--- src/inc/gpio_port_pkg.sv ---
// Functional notes
// - three lines, each with its own direction
// - per-line input polarity, inverted level reported complemented
// - output lines drive their stored level
// - reset makes every line pulled-up undriven input
// - selectors 0x90, 0x91, 0x92 pick one line
// - level codes are 0x00 low, 0x01 high
// - direction byte 0x01 input, 0x00 output
// - level read returns selected line state code
// - level write stores code for selected line only
package gpio_port_pkg;

	localparam int NUM_LINES = 3;
	localparam int CODE_W    = 8;
	localparam int ADDR_W    = 8;
	localparam int OP_W      = 2;

	// line selectors and byte encodings
	localparam logic [CODE_W-1:0] LINE_ONE_SELECTOR   = 8'h90;
	localparam logic [CODE_W-1:0] LINE_TWO_SELECTOR   = 8'h91;
	localparam logic [CODE_W-1:0] LINE_THREE_SELECTOR = 8'h92;
	localparam logic [CODE_W-1:0] LEVEL_LOW_CODE      = 8'h00;
	localparam logic [CODE_W-1:0] LEVEL_HIGH_CODE     = 8'h01;
	localparam logic [CODE_W-1:0] DIRECTION_IN_CODE   = 8'h01;
	localparam logic [CODE_W-1:0] DIRECTION_OUT_CODE  = 8'h00;

	// operation field of the command register
	localparam logic [OP_W-1:0] OP_NONE            = 2'h0;
	localparam logic [OP_W-1:0] LEVEL_READ_OP      = 2'h1;
	localparam logic [OP_W-1:0] LEVEL_WRITE_OP     = 2'h2;
	localparam logic [OP_W-1:0] DIRECTION_WRITE_OP = 2'h3;

	// register byte offsets
	localparam logic [ADDR_W-1:0] CMD_OFF    = 8'h00;
	localparam logic [ADDR_W-1:0] RESULT_OFF = 8'h04;
	localparam logic [ADDR_W-1:0] STATUS_OFF = 8'h08;
	localparam logic [ADDR_W-1:0] INVERT_OFF = 8'h0c;

	// field positions
	localparam int CMD_SEL_LSB  = 0;
	localparam int CMD_VAL_LSB  = 8;
	localparam int CMD_OP_LSB   = 16;
	localparam int CMD_W        = CMD_OP_LSB + OP_W;
	localparam int STAT_DIR_LSB = 0;
	localparam int STAT_OUT_LSB = 4;
	localparam int STAT_LVL_LSB = 8;
	localparam int INV_LSB      = 0;

	// reset values
	localparam logic DIR_IN_RST = 1'b1;
	localparam logic OUT_RST    = 1'b0;
	localparam logic INV_RST    = 1'b0;

	// bus constants
	localparam int   HTRANS_ACTIVE_BIT = 1;
	localparam logic HRESP_OKAY        = 1'b0;

	typedef enum logic {
		BUS_IDLE,
		BUS_ACCESS
	} bus_state_t;

	// one-hot line hit for a selector code, zero for an unknown code
	function automatic logic [NUM_LINES-1:0] sel_decode(input logic [CODE_W-1:0] sel);
		logic [NUM_LINES-1:0] hit;
		hit = '0;
		unique case (sel)
			LINE_ONE_SELECTOR:   hit = 3'h1;
			LINE_TWO_SELECTOR:   hit = 3'h2;
			LINE_THREE_SELECTOR: hit = 3'h4;
			default:             hit = '0;
		endcase
		return hit;
	endfunction

	// level bit to byte code
	function automatic logic [CODE_W-1:0] level_code(input logic lvl);
		return lvl ? LEVEL_HIGH_CODE : LEVEL_LOW_CODE;
	endfunction

endpackage

--- src/rtl/gpio_port.sv ---
`timescale 1ns/1ps
module gpio_port (
	input  wire logic                                 CLK,
	input  wire logic                                 NRST,
	input  wire logic                                 HSEL,
	input  wire logic [31:0]                          HADDR,
	input  wire logic [1:0]                           HTRANS,
	input  wire logic                                 HWRITE,
	input  wire logic [2:0]                           HSIZE,
	input  wire logic [31:0]                          HWDATA,
	input  wire logic                                 HREADY,
	output logic      [31:0]                          HRDATA,
	output logic                                      HREADYOUT,
	output logic                                      HRESP,
	input  wire logic [gpio_port_pkg::NUM_LINES-1:0]  IO_IN,
	output logic      [gpio_port_pkg::NUM_LINES-1:0]  IO_OUT,
	output logic      [gpio_port_pkg::NUM_LINES-1:0]  IO_OE_N,
	output logic      [gpio_port_pkg::NUM_LINES-1:0]  IO_PULLUP_EN
);
	import gpio_port_pkg::*;

	////////////////////////////////////////////////////////////////////////////
	// reset release

	logic rst_meta_reg;
	logic rst_sync_reg;
	logic rst_n;

	// asserts at once, releases two edges later so no flop sees a runt release
	always_ff @(posedge CLK or negedge NRST) begin
		if (!NRST) begin
			rst_meta_reg <= 1'b0;
			rst_sync_reg <= 1'b0;
		end else begin
			rst_meta_reg <= 1'b1;
			rst_sync_reg <= rst_meta_reg;
		end
	end

	assign rst_n = rst_sync_reg;

	////////////////////////////////////////////////////////////////////////////
	// declarations

	bus_state_t              bus_state_reg;
	bus_state_t              bus_state_next;
	logic [ADDR_W-1:0]       addr_reg;
	logic [ADDR_W-1:0]       addr_next;
	logic                    write_reg;
	logic                    write_next;
	logic                    ready_reg;
	logic                    ready_next;
	logic [31:0]             rdata_reg;
	logic [31:0]             rdata_next;
	logic                    resp_reg;
	logic                    resp_next;
	logic [CMD_W-1:0]        cmd_reg;
	logic [CMD_W-1:0]        cmd_next;
	logic [CODE_W-1:0]       result_reg;
	logic [CODE_W-1:0]       result_next;

	logic [NUM_LINES-1:0]    pin_sync;
	logic [NUM_LINES-1:0]    line_dir_in;
	logic [NUM_LINES-1:0]    line_inv;
	logic [NUM_LINES-1:0]    line_level;
	logic                    wr_phase;
	logic                    cmd_stb;
	logic                    inv_stb;
	logic                    rd_stb;
	logic [CODE_W-1:0]       cmd_sel;
	logic [CODE_W-1:0]       cmd_val;
	logic [OP_W-1:0]         cmd_op;
	logic [NUM_LINES-1:0]    line_hit;
	logic                    dir_ok;
	logic                    lvl_ok;
	logic [NUM_LINES-1:0]    wr_dir;
	logic [NUM_LINES-1:0]    wr_lvl;
	logic [31:0]             rd_word;

	////////////////////////////////////////////////////////////////////////////
	// pin synchroniser and line cells

	line_sync u_sync (
		.clk (CLK),
		.rst_n (rst_n),
		.d   (IO_IN),
		.q   (pin_sync)
	);

	genvar gi;
	generate
		for (gi = 0; gi < NUM_LINES; gi++) begin : g_line
			io_line_cell u_cell (
				.clk        (CLK),
				.rst_n      (rst_n),
				.wr_dir     (wr_dir[gi]),
				.dir_in_bit (cmd_val == DIRECTION_IN_CODE),
				.wr_lvl     (wr_lvl[gi]),
				.lvl_bit    (cmd_val == LEVEL_HIGH_CODE),
				.wr_inv     (inv_stb),
				.inv_bit    (HWDATA[INV_LSB + gi]),
				.pin_sync   (pin_sync[gi]),
				.drive      (IO_OUT[gi]),
				.drive_en_n (IO_OE_N[gi]),
				.pullup_en  (IO_PULLUP_EN[gi]),
				.dir_in     (line_dir_in[gi]),
				.inverted   (line_inv[gi]),
				.level      (line_level[gi])
			);
		end
	endgenerate

	////////////////////////////////////////////////////////////////////////////
	// command decode

	// writes act in the data phase, when HWDATA is valid
	always_comb begin
		wr_phase = (bus_state_reg == BUS_ACCESS) && write_reg;
		cmd_stb  = wr_phase && (addr_reg == CMD_OFF);
		inv_stb  = wr_phase && (addr_reg == INVERT_OFF);
		cmd_sel  = HWDATA[CMD_SEL_LSB +: CODE_W];
		cmd_val  = HWDATA[CMD_VAL_LSB +: CODE_W];
		cmd_op   = HWDATA[CMD_OP_LSB +: OP_W];
		line_hit = sel_decode(cmd_sel);
		// a byte outside the two defined codes is ignored, not truncated
		dir_ok   = (cmd_val == DIRECTION_IN_CODE) || (cmd_val == DIRECTION_OUT_CODE);
		lvl_ok   = (cmd_val == LEVEL_LOW_CODE) || (cmd_val == LEVEL_HIGH_CODE);
		wr_dir   = (cmd_stb && (cmd_op == DIRECTION_WRITE_OP) && dir_ok) ? line_hit : '0;
		wr_lvl   = (cmd_stb && (cmd_op == LEVEL_WRITE_OP) && lvl_ok) ? line_hit : '0;
		rd_stb   = cmd_stb && (cmd_op == LEVEL_READ_OP);
	end

	// result of the last level read, low code on an unknown selector
	always_comb begin
		result_next = result_reg;
		cmd_next    = cmd_stb ? HWDATA[CMD_W-1:0] : cmd_reg;
		if (rd_stb) begin
			if (line_hit == '0) begin
				result_next = LEVEL_LOW_CODE;
			end else begin
				result_next = level_code(|(line_hit & line_level));
			end
		end
	end

	always_ff @(posedge CLK or negedge rst_n) begin
		if (!rst_n) begin
			result_reg <= LEVEL_LOW_CODE;
			cmd_reg    <= '0;
		end else begin
			result_reg <= result_next;
			cmd_reg    <= cmd_next;
		end
	end

	////////////////////////////////////////////////////////////////////////////
	// AHB-Lite slave

	// read mux, unmapped offsets read as zero
	always_comb begin
		rd_word = '0;
		unique case (addr_reg)
			CMD_OFF:    rd_word[CMD_W-1:0] = cmd_reg;
			RESULT_OFF: rd_word[CODE_W-1:0] = result_reg;
			STATUS_OFF: begin
				rd_word[STAT_DIR_LSB +: NUM_LINES] = line_dir_in;
				rd_word[STAT_OUT_LSB +: NUM_LINES] = IO_OUT;
				rd_word[STAT_LVL_LSB +: NUM_LINES] = line_level;
			end
			INVERT_OFF: rd_word[INV_LSB +: NUM_LINES] = line_inv;
			default:    rd_word = '0;
		endcase
	end

	// one wait state on every transfer buys registered read data
	always_comb begin
		bus_state_next = bus_state_reg;
		addr_next      = addr_reg;
		write_next     = write_reg;
		ready_next     = ready_reg;
		rdata_next     = rdata_reg;
		resp_next      = HRESP_OKAY;
		unique case (bus_state_reg)
			BUS_IDLE: begin
				if (HSEL && HTRANS[HTRANS_ACTIVE_BIT] && HREADY) begin
					bus_state_next = BUS_ACCESS;
					addr_next      = HADDR[ADDR_W-1:0];
					write_next     = HWRITE;
					ready_next     = 1'b0;
				end
			end
			BUS_ACCESS: begin
				bus_state_next = BUS_IDLE;
				ready_next     = 1'b1;
				rdata_next     = write_reg ? '0 : rd_word;
			end
		endcase
	end

	always_ff @(posedge CLK or negedge rst_n) begin
		if (!rst_n) begin
			bus_state_reg <= BUS_IDLE;
			addr_reg      <= '0;
			write_reg     <= 1'b0;
			ready_reg     <= 1'b1;
			rdata_reg     <= '0;
			resp_reg      <= HRESP_OKAY;
		end else begin
			bus_state_reg <= bus_state_next;
			addr_reg      <= addr_next;
			write_reg     <= write_next;
			ready_reg     <= ready_next;
			rdata_reg     <= rdata_next;
			resp_reg      <= resp_next;
		end
	end

	assign HRDATA    = rdata_reg;
	assign HREADYOUT = ready_reg;
	assign HRESP     = resp_reg;
endmodule

--- src/rtl/line_sync.sv ---
`timescale 1ns/1ps
module line_sync (
	input  wire logic                                 clk,
	input  wire logic                                 rst_n,
	input  wire logic [gpio_port_pkg::NUM_LINES-1:0]  d,
	output logic      [gpio_port_pkg::NUM_LINES-1:0]  q
);
	import gpio_port_pkg::*;

	logic [NUM_LINES-1:0] meta_reg;
	logic [NUM_LINES-1:0] meta_next;
	logic [NUM_LINES-1:0] sync_reg;
	logic [NUM_LINES-1:0] sync_next;

	// first stage feeds only the second stage, pins are asynchronous to CLK
	always_comb begin
		meta_next = d;
		sync_next = meta_reg;
	end

	// pull-ups idle the lines high, so both stages reset high
	always_ff @(posedge clk or negedge rst_n) begin
		if (!rst_n) begin
			meta_reg <= '1;
			sync_reg <= '1;
		end else begin
			meta_reg <= meta_next;
			sync_reg <= sync_next;
		end
	end

	assign q = sync_reg;

endmodule

--- src/rtl/io_line_cell.sv ---
`timescale 1ns/1ps
module io_line_cell (
	input  wire logic clk,
	input  wire logic rst_n,
	input  wire logic wr_dir,
	input  wire logic dir_in_bit,
	input  wire logic wr_lvl,
	input  wire logic lvl_bit,
	input  wire logic wr_inv,
	input  wire logic inv_bit,
	input  wire logic pin_sync,
	output logic      drive,
	output logic      drive_en_n,
	output logic      pullup_en,
	output logic      dir_in,
	output logic      inverted,
	output logic      level
);
	import gpio_port_pkg::*;

	logic dir_in_reg;
	logic dir_in_next;
	logic out_reg;
	logic out_next;
	logic inv_reg;
	logic inv_next;
	logic oe_n_reg;
	logic oe_n_next;
	logic pull_reg;
	logic pull_next;

	// each line keeps its own settings, so one line never disturbs another
	always_comb begin
		dir_in_next = wr_dir ? dir_in_bit : dir_in_reg;
		out_next    = wr_lvl ? lvl_bit : out_reg;
		inv_next    = wr_inv ? inv_bit : inv_reg;
		oe_n_next   = dir_in_next;
		pull_next   = dir_in_next;
	end

	// enable and pull-up are their own flops so the pins come from registers
	always_ff @(posedge clk or negedge rst_n) begin
		if (!rst_n) begin
			dir_in_reg <= DIR_IN_RST;
			out_reg    <= OUT_RST;
			inv_reg    <= INV_RST;
			oe_n_reg   <= DIR_IN_RST;
			pull_reg   <= DIR_IN_RST;
		end else begin
			dir_in_reg <= dir_in_next;
			out_reg    <= out_next;
			inv_reg    <= inv_next;
			oe_n_reg   <= oe_n_next;
			pull_reg   <= pull_next;
		end
	end

	assign drive      = out_reg;
	assign drive_en_n = oe_n_reg;
	assign pullup_en  = pull_reg;
	assign dir_in     = dir_in_reg;
	assign inverted   = inv_reg;
	// inputs report the synchronised pin through the polarity setting
	assign level      = dir_in_reg ? (pin_sync ^ inv_reg) : out_reg;

endmodule

--- config.mk ---
export PLATFORM = sky130hd
export DESIGN_NAME = gpio_port
export DESIGN_NICKNAME = d
export VERILOG_FILES = /design/src/inc/gpio_port_pkg.sv /design/src/rtl/gpio_port.sv /design/src/rtl/line_sync.sv /design/src/rtl/io_line_cell.sv
export SDC_FILE = /design/constraint.sdc
export NUM_CORES = 1
export LEC_CHECK = 0
export BUFFER_PORTS_ARGS = -buffer_cell sky130_fd_sc_hd__clkbuf_2
export CAP_MARGIN = 10
export CORE_ASPECT_RATIO = 0.6
export CORE_UTILIZATION = 30
export CTS_BUF_LIST = sky130_fd_sc_hd__clkbuf_16
export DETAILED_ROUTE_END_ITERATION = 8
export PLACE_DENSITY_LB_ADDON = 0.12
export SYNTH_ARGS = -nofsm -noshare
export SYNTH_HDL_FRONTEND = slang
export SYNTH_HIERARCHICAL = 1
export SYNTH_SLANG_ARGS = --single-unit
--- constraint.sdc ---
create_clock -name CLK -period 2 [get_ports CLK]
set_input_delay 0.2 -clock CLK [delete_from_list [all_inputs] [get_ports CLK]]
set_output_delay 0.2 -clock CLK [all_outputs]
set_load 0.01 [all_outputs]
; ---- Word level (Yosys, flattened, before mapping)
; Index checks and enable logic that the tools add are counted.
[word_totals]
in_bits = 77
regBits = 86
output_inout_bits = 43
word_cells = 71
[classes]
mux = 19
n_eq_ne = 11
bitwise = 5
n_reduce_logical = 16
[op_table]
columns = operator, n
row1 = $eq 8x8->1 const B, 3
row2 = $mux 18, 1
row3 = $pmux 3 s3, 2
row4 = $eq 8x4->1 const B, 2
row5 = $logic_not 8->1, 2
row6 = $pmux 3 s4, 1
row7 = $logic_and 1x1->1, 10
row8 = $eq 8x1->1 const B, 1
row9 = $eq 8x3->1 const B, 1
row10 = $pmux 1 s2, 4
row11 = $mux 1, 7
row12 = $mux 7, 1
row13 = $mux 3, 2
row14 = $pmux 3 s2, 1
row15 = $eq 2x2->1 const B, 2
row16 = $and 3x3->3, 1
row17 = $logic_not 3->1, 1
row18 = $reduce_or 3->1, 1
row19 = $xor 1x1->1, 3
row20 = $eq 2x1->1 const B, 1
row21 = $ne 2x2->1 const B, 1
row22 = $reduce_and 2->1, 1
row23 = $logic_or 1x1->1, 1
row24 = $not 1->1, 1

; ---- Depth between registers and ports, before layout
[depth]
ltp_word = 6
ltp_mapped = 6

; ---- By module
; The synthesis kept the hierarchy.
[by_module_without_submodules]
columns = module, cells_per_inst, seq_area_each_um2, n_inst, area_each_um2
row1 = gpio_port, 181, 1252.5, 1, 2316.0
row2 = io_line_cell, 11, 76.3, 3, 142.6
row3 = line_sync, 6, 157.7, 1, 157.7

; ---- Worst setup path before layout
; OpenSTA, ideal clock, no wires.
[synth_timing]
kind = register to register
from = reg addr_reg[3]
to = reg g_line[0].u_cell.inv_reg
path_slack_ns = -0.013
required_time_ns = 1.873
setup_ns = 0.127
t_arrival_ns = 1.886
path_buffers = 2
path_stages_with_launch = 7
period_less_slack_ns = 2.013
cell_sequence = dfrtp_1 > clkbuf_1 > buf_2 > and2_1 > nand3_1 > nor4b_1 > mux2_1
[synth_between]
elab_chain_cells = 2
[synth_rtl]
columns = element, line_no
row1 = start: declaration, gpio_port.sv:47  ; logic [ADDR_W-1:0] addr_reg;
row2 = start signal: assignment, gpio_port.sv:210  ; addr_reg <= addr_next;
row3 = $eq 8x4->1, gpio_port.sv:120  ; inv_stb = wr_phase && (addr_reg == INVERT_OFF);
row4 = $logic_and 1x1->1, gpio_port.sv:120
row5 = net inv_stb, gpio_port.sv:68  ; logic inv_stb;
row6 = end signal: assignment, io_line_cell.sv:52  ; inv_reg <= inv_next;
row7 = end: declaration, io_line_cell.sv:25  ; logic inv_reg;
; The timed path passes the listed nets, and every way through them passes these cells.
; A chain may end at the register's enable or synchronous reset.

; ---- Final worst setup path
[layout_timing]
from = in HWDATA[9]
to = reg g_line[1].u_cell.out_reg
[layout_between]
elab_chain_cells = 4
elab_cells_between_ends = 5
cone_classes = eq/ne (1) / mux (1) / reduce/logical (3)
[layout_rtl]
columns = element, line_no
row1 = start: declaration, gpio_port.sv:10  ; input wire logic [31:0] HWDATA,
row2 = $eq 8x1->1 or $logic_not 8->1 (tied branches), gpio_port.sv:127  ; lvl_ok = (cmd_val == LEVEL_LOW_CODE) || (cmd_val == LEVEL_HIGH_CODE);
row3 = $logic_or 1x1->1 (*), gpio_port.sv:127
row4 = $logic_and 1x1->1 (*), gpio_port.sv:129  ; wr_lvl = (cmd_stb && (cmd_op == LEVEL_WRITE_OP) && lvl_ok) ? line_hit : '0;
row5 = $mux 3 (*), gpio_port.sv:129
row6 = net wr_lvl[1], gpio_port.sv:77  ; logic [NUM_LINES-1:0] wr_lvl;
row7 = end signal: assignment, io_line_cell.sv:51  ; out_reg <= out_next;
row8 = end: declaration, io_line_cell.sv:23  ; logic out_reg;
; Mark *: on every way through the listed nets, which the timed path passes. The rest lies on a longest branch.

==> out/metrics.csv <==
metric,value,unit
most frequent cells in the layout,"clkbuf_2, dfrtp_1, mux2_2",
RePlAce Congestion,0.7256,
Die ar.,10080,um^2
clk buf depth,2,
ys flop type,dfrtp_1,
critical path type,in -> reg,
vias in the first global route,1902,
#FFs+latches synth,65,
VDD IR-drop max,0.4138,mV
Max Slew Vio Count,0,
largest net degree at the start of global routing,48,
CTS Sinks,65,
WP data required,2.21,ns
DRT Pass-1 Iters,4,
nets,378,
drt drc,0,
"Hold Vio Cnt, Final",0,
Routed Antenna Nets,0,
GR Overflow Total,0,
chip width,129.0,um
hold crit path type,in -> reg,
static leakage,1.841,nW
Ant. Diodes,0,
layout cell share with drive strength beyond 1,47.39,%
post-DR wirelength/cell,15.14,um
core area,9290,um^2
ys async rst share,100.0,%
port bufs,62,
Cell Pwr Density,937.8,nW/um^2
Mapped Area,2902,um^2
final setup violation count,0,
RSZ-0062 raised after global routing,false,
Worst path max stage delay,0.52,ns
CTS root buf,clkbuf_16,
Crit path top cell by count,or4_1,
crit path time final,1.948,ns
final setup TNS,0,ns
final WL,6.599,mm
"delay-heaviest family, CP",simple AND/OR/NAND/NOR gates,
Via Count,1939,
fin cells,436,
outcome,"complete, no violations",
Syn Inst Count,220,
Post-synth EDFFs,0,
Inst Count DP,415,
CP Capture Type,register,
cts bufs inserted,9,
IO Pins,120,
area grow syn2layout,31.22,%
CTS tree,done,
period utilization,97.38,%
initial DRC count,74,
Clock Latency Late Sink,0.33,ns
fmax,513.5,MHz
CP max-delay cell,or4_1,
Layout Skew,0.007345,ns
synth warn,6,
design area,3807,um^2
"commonest non-fill, non-tap cell in the layout",clkbuf_2,
Fillers,922,
first-pass GRT wire length,10.38,mm
via/cell ratio,4.447,
"Seq/Total Area, Yosys",56.49,%
Die H,78.18,um
Crit Path Max Fanout,7,
initial core utilization,31.23,%
Mapped Avg Cell Area,13.19,um^2
CTS HTree Levels,3,
row count,27,
"Reg clk slew, reported paths",0.06,ns
Hold Worst Slack,0.09187,ns
Detailed Place HPWL,4.896,mm
Total GRT Usage,14.32,%
endpoint arrival time on the critical path,2.16,ns
CP cell instances,clkbuf_2 > or4_1 > or4_1 > buf_4 > nor4_2 > mux2_1,
initial antenna violation count,0,
startpoint types,input pin,
CP Buf/Inv Count,2,
Post-DP Area,3403,um^2
total of max-cap violations,0,
Yosys cell types,36,
## through the flow
stage	total power [mW]	utilization (%)	worst slack, ns
2_1_floorplan	1.673	-	0.01535
3_3_place_gp	1.797	36.63	-0.2691
3_5_place_dp	1.802	36.63	-0.3074
4_1_cts	3.622	40.84	0.01535
5_1_grt	3.720	40.98	0.0006650
6_report	3.571	40.98	0.05244
## power breakdown
group / switching [mW] / total, mW / internal (mW)
combinational: 0.154 / 0.324 / 0.170
clock: 0.574 / 1.79 / 1.22
sequential: 0.0572 / 1.46 / 1.40
total: 0.786 / 3.57 / 2.78
## cell type report
type	instances	area [um^2]	share of cell area [%]
clock buffer	9	225.2	5.915
clock inverter	7	118.9	3.122
inverter	4	15.01	0.3943
multi-input combinational	135	1120	29.41
sequential	65	1640	43.08
tap	130	162.7	4.272
timing repair buffer	86	525.5	13.80
## what timing repair did
item                       4_1_cts  5_1_grt
gates resized for setup          1        1
hold buffers                     4        0
setup buffers                    0        1
setup endpoints to repair        1        4
hold endpoints to repair         5        0
## Yosys cell counts (4+ instances only)
library cell	count	share of area (%)
inv_1	4	0.52
clkbuf_1	5	0.65
buf_4	22	5.7
dfstp_2	10	9.1
o2bb2ai_1	7	2.1
dfrtp_1	55	47
mux2_1	8	3.1
nand2_1	5	0.65
nor4_1	5	1.1
nor2_1	8	1.0
mux2i_1	11	3.8
a22o_1	9	2.7
mux2_2	29	11
## per-layer routing
| metal | vias up | global-route usage, % | share of wire (%) |
|---|---|---|---|
| met5 | - | 0 | 0 |
| met4 | 0 | 5.294 | 1.1 |
| met3 | 9 | 5.930 | 6.1 |
| met2 | 55 | 18.27 | 39 |
| met1 | 945 | 20.94 | 54 |
| li1 | 930 | - | - |
## cells by family after synthesis
logic type,count (synthesis),synth area share (%)
xor gates and xnor gates,3,0.9057
muxes,48,18.15
other,2,0.2588
and+or+nand+nor,42,9.444
DFF,65,56.49
buffers and inverters,34,7.374
AOI/OAI and AO/OA,26,7.374
## path summary, 6_finish.rpt
kind                            depth (start not counted)  slack [ns]                     from                                 end
worst max-delay path                                    6        0.05                HWDATA[9]  g_line[1].u_cell/drive$_DFFE_PN0P_
worst min-delay path                                    2        0.09                 HADDR[6]             addr_reg[6]$_DFFE_PN0P_
worst max register to register                          6        0.15  addr_reg[1]$_DFFE_PN0P_  g_line[1].u_cell/drive$_DFFE_PN0P_
worst min register to register                          0        0.20          rst_n$_DFF_PN0_  g_line[1].u_cell/drive$_DFFE_PN0P_
max in group asynchronous                               1        1.16          rst_n$_DFF_PN0_               HREADYOUT$_DFFE_PN1P_
min in group asynchronous                               2        0.18                     NRST              rst_meta_reg$_DFF_PN0_
Note: power is estimated with default switching activity, not from simulation.
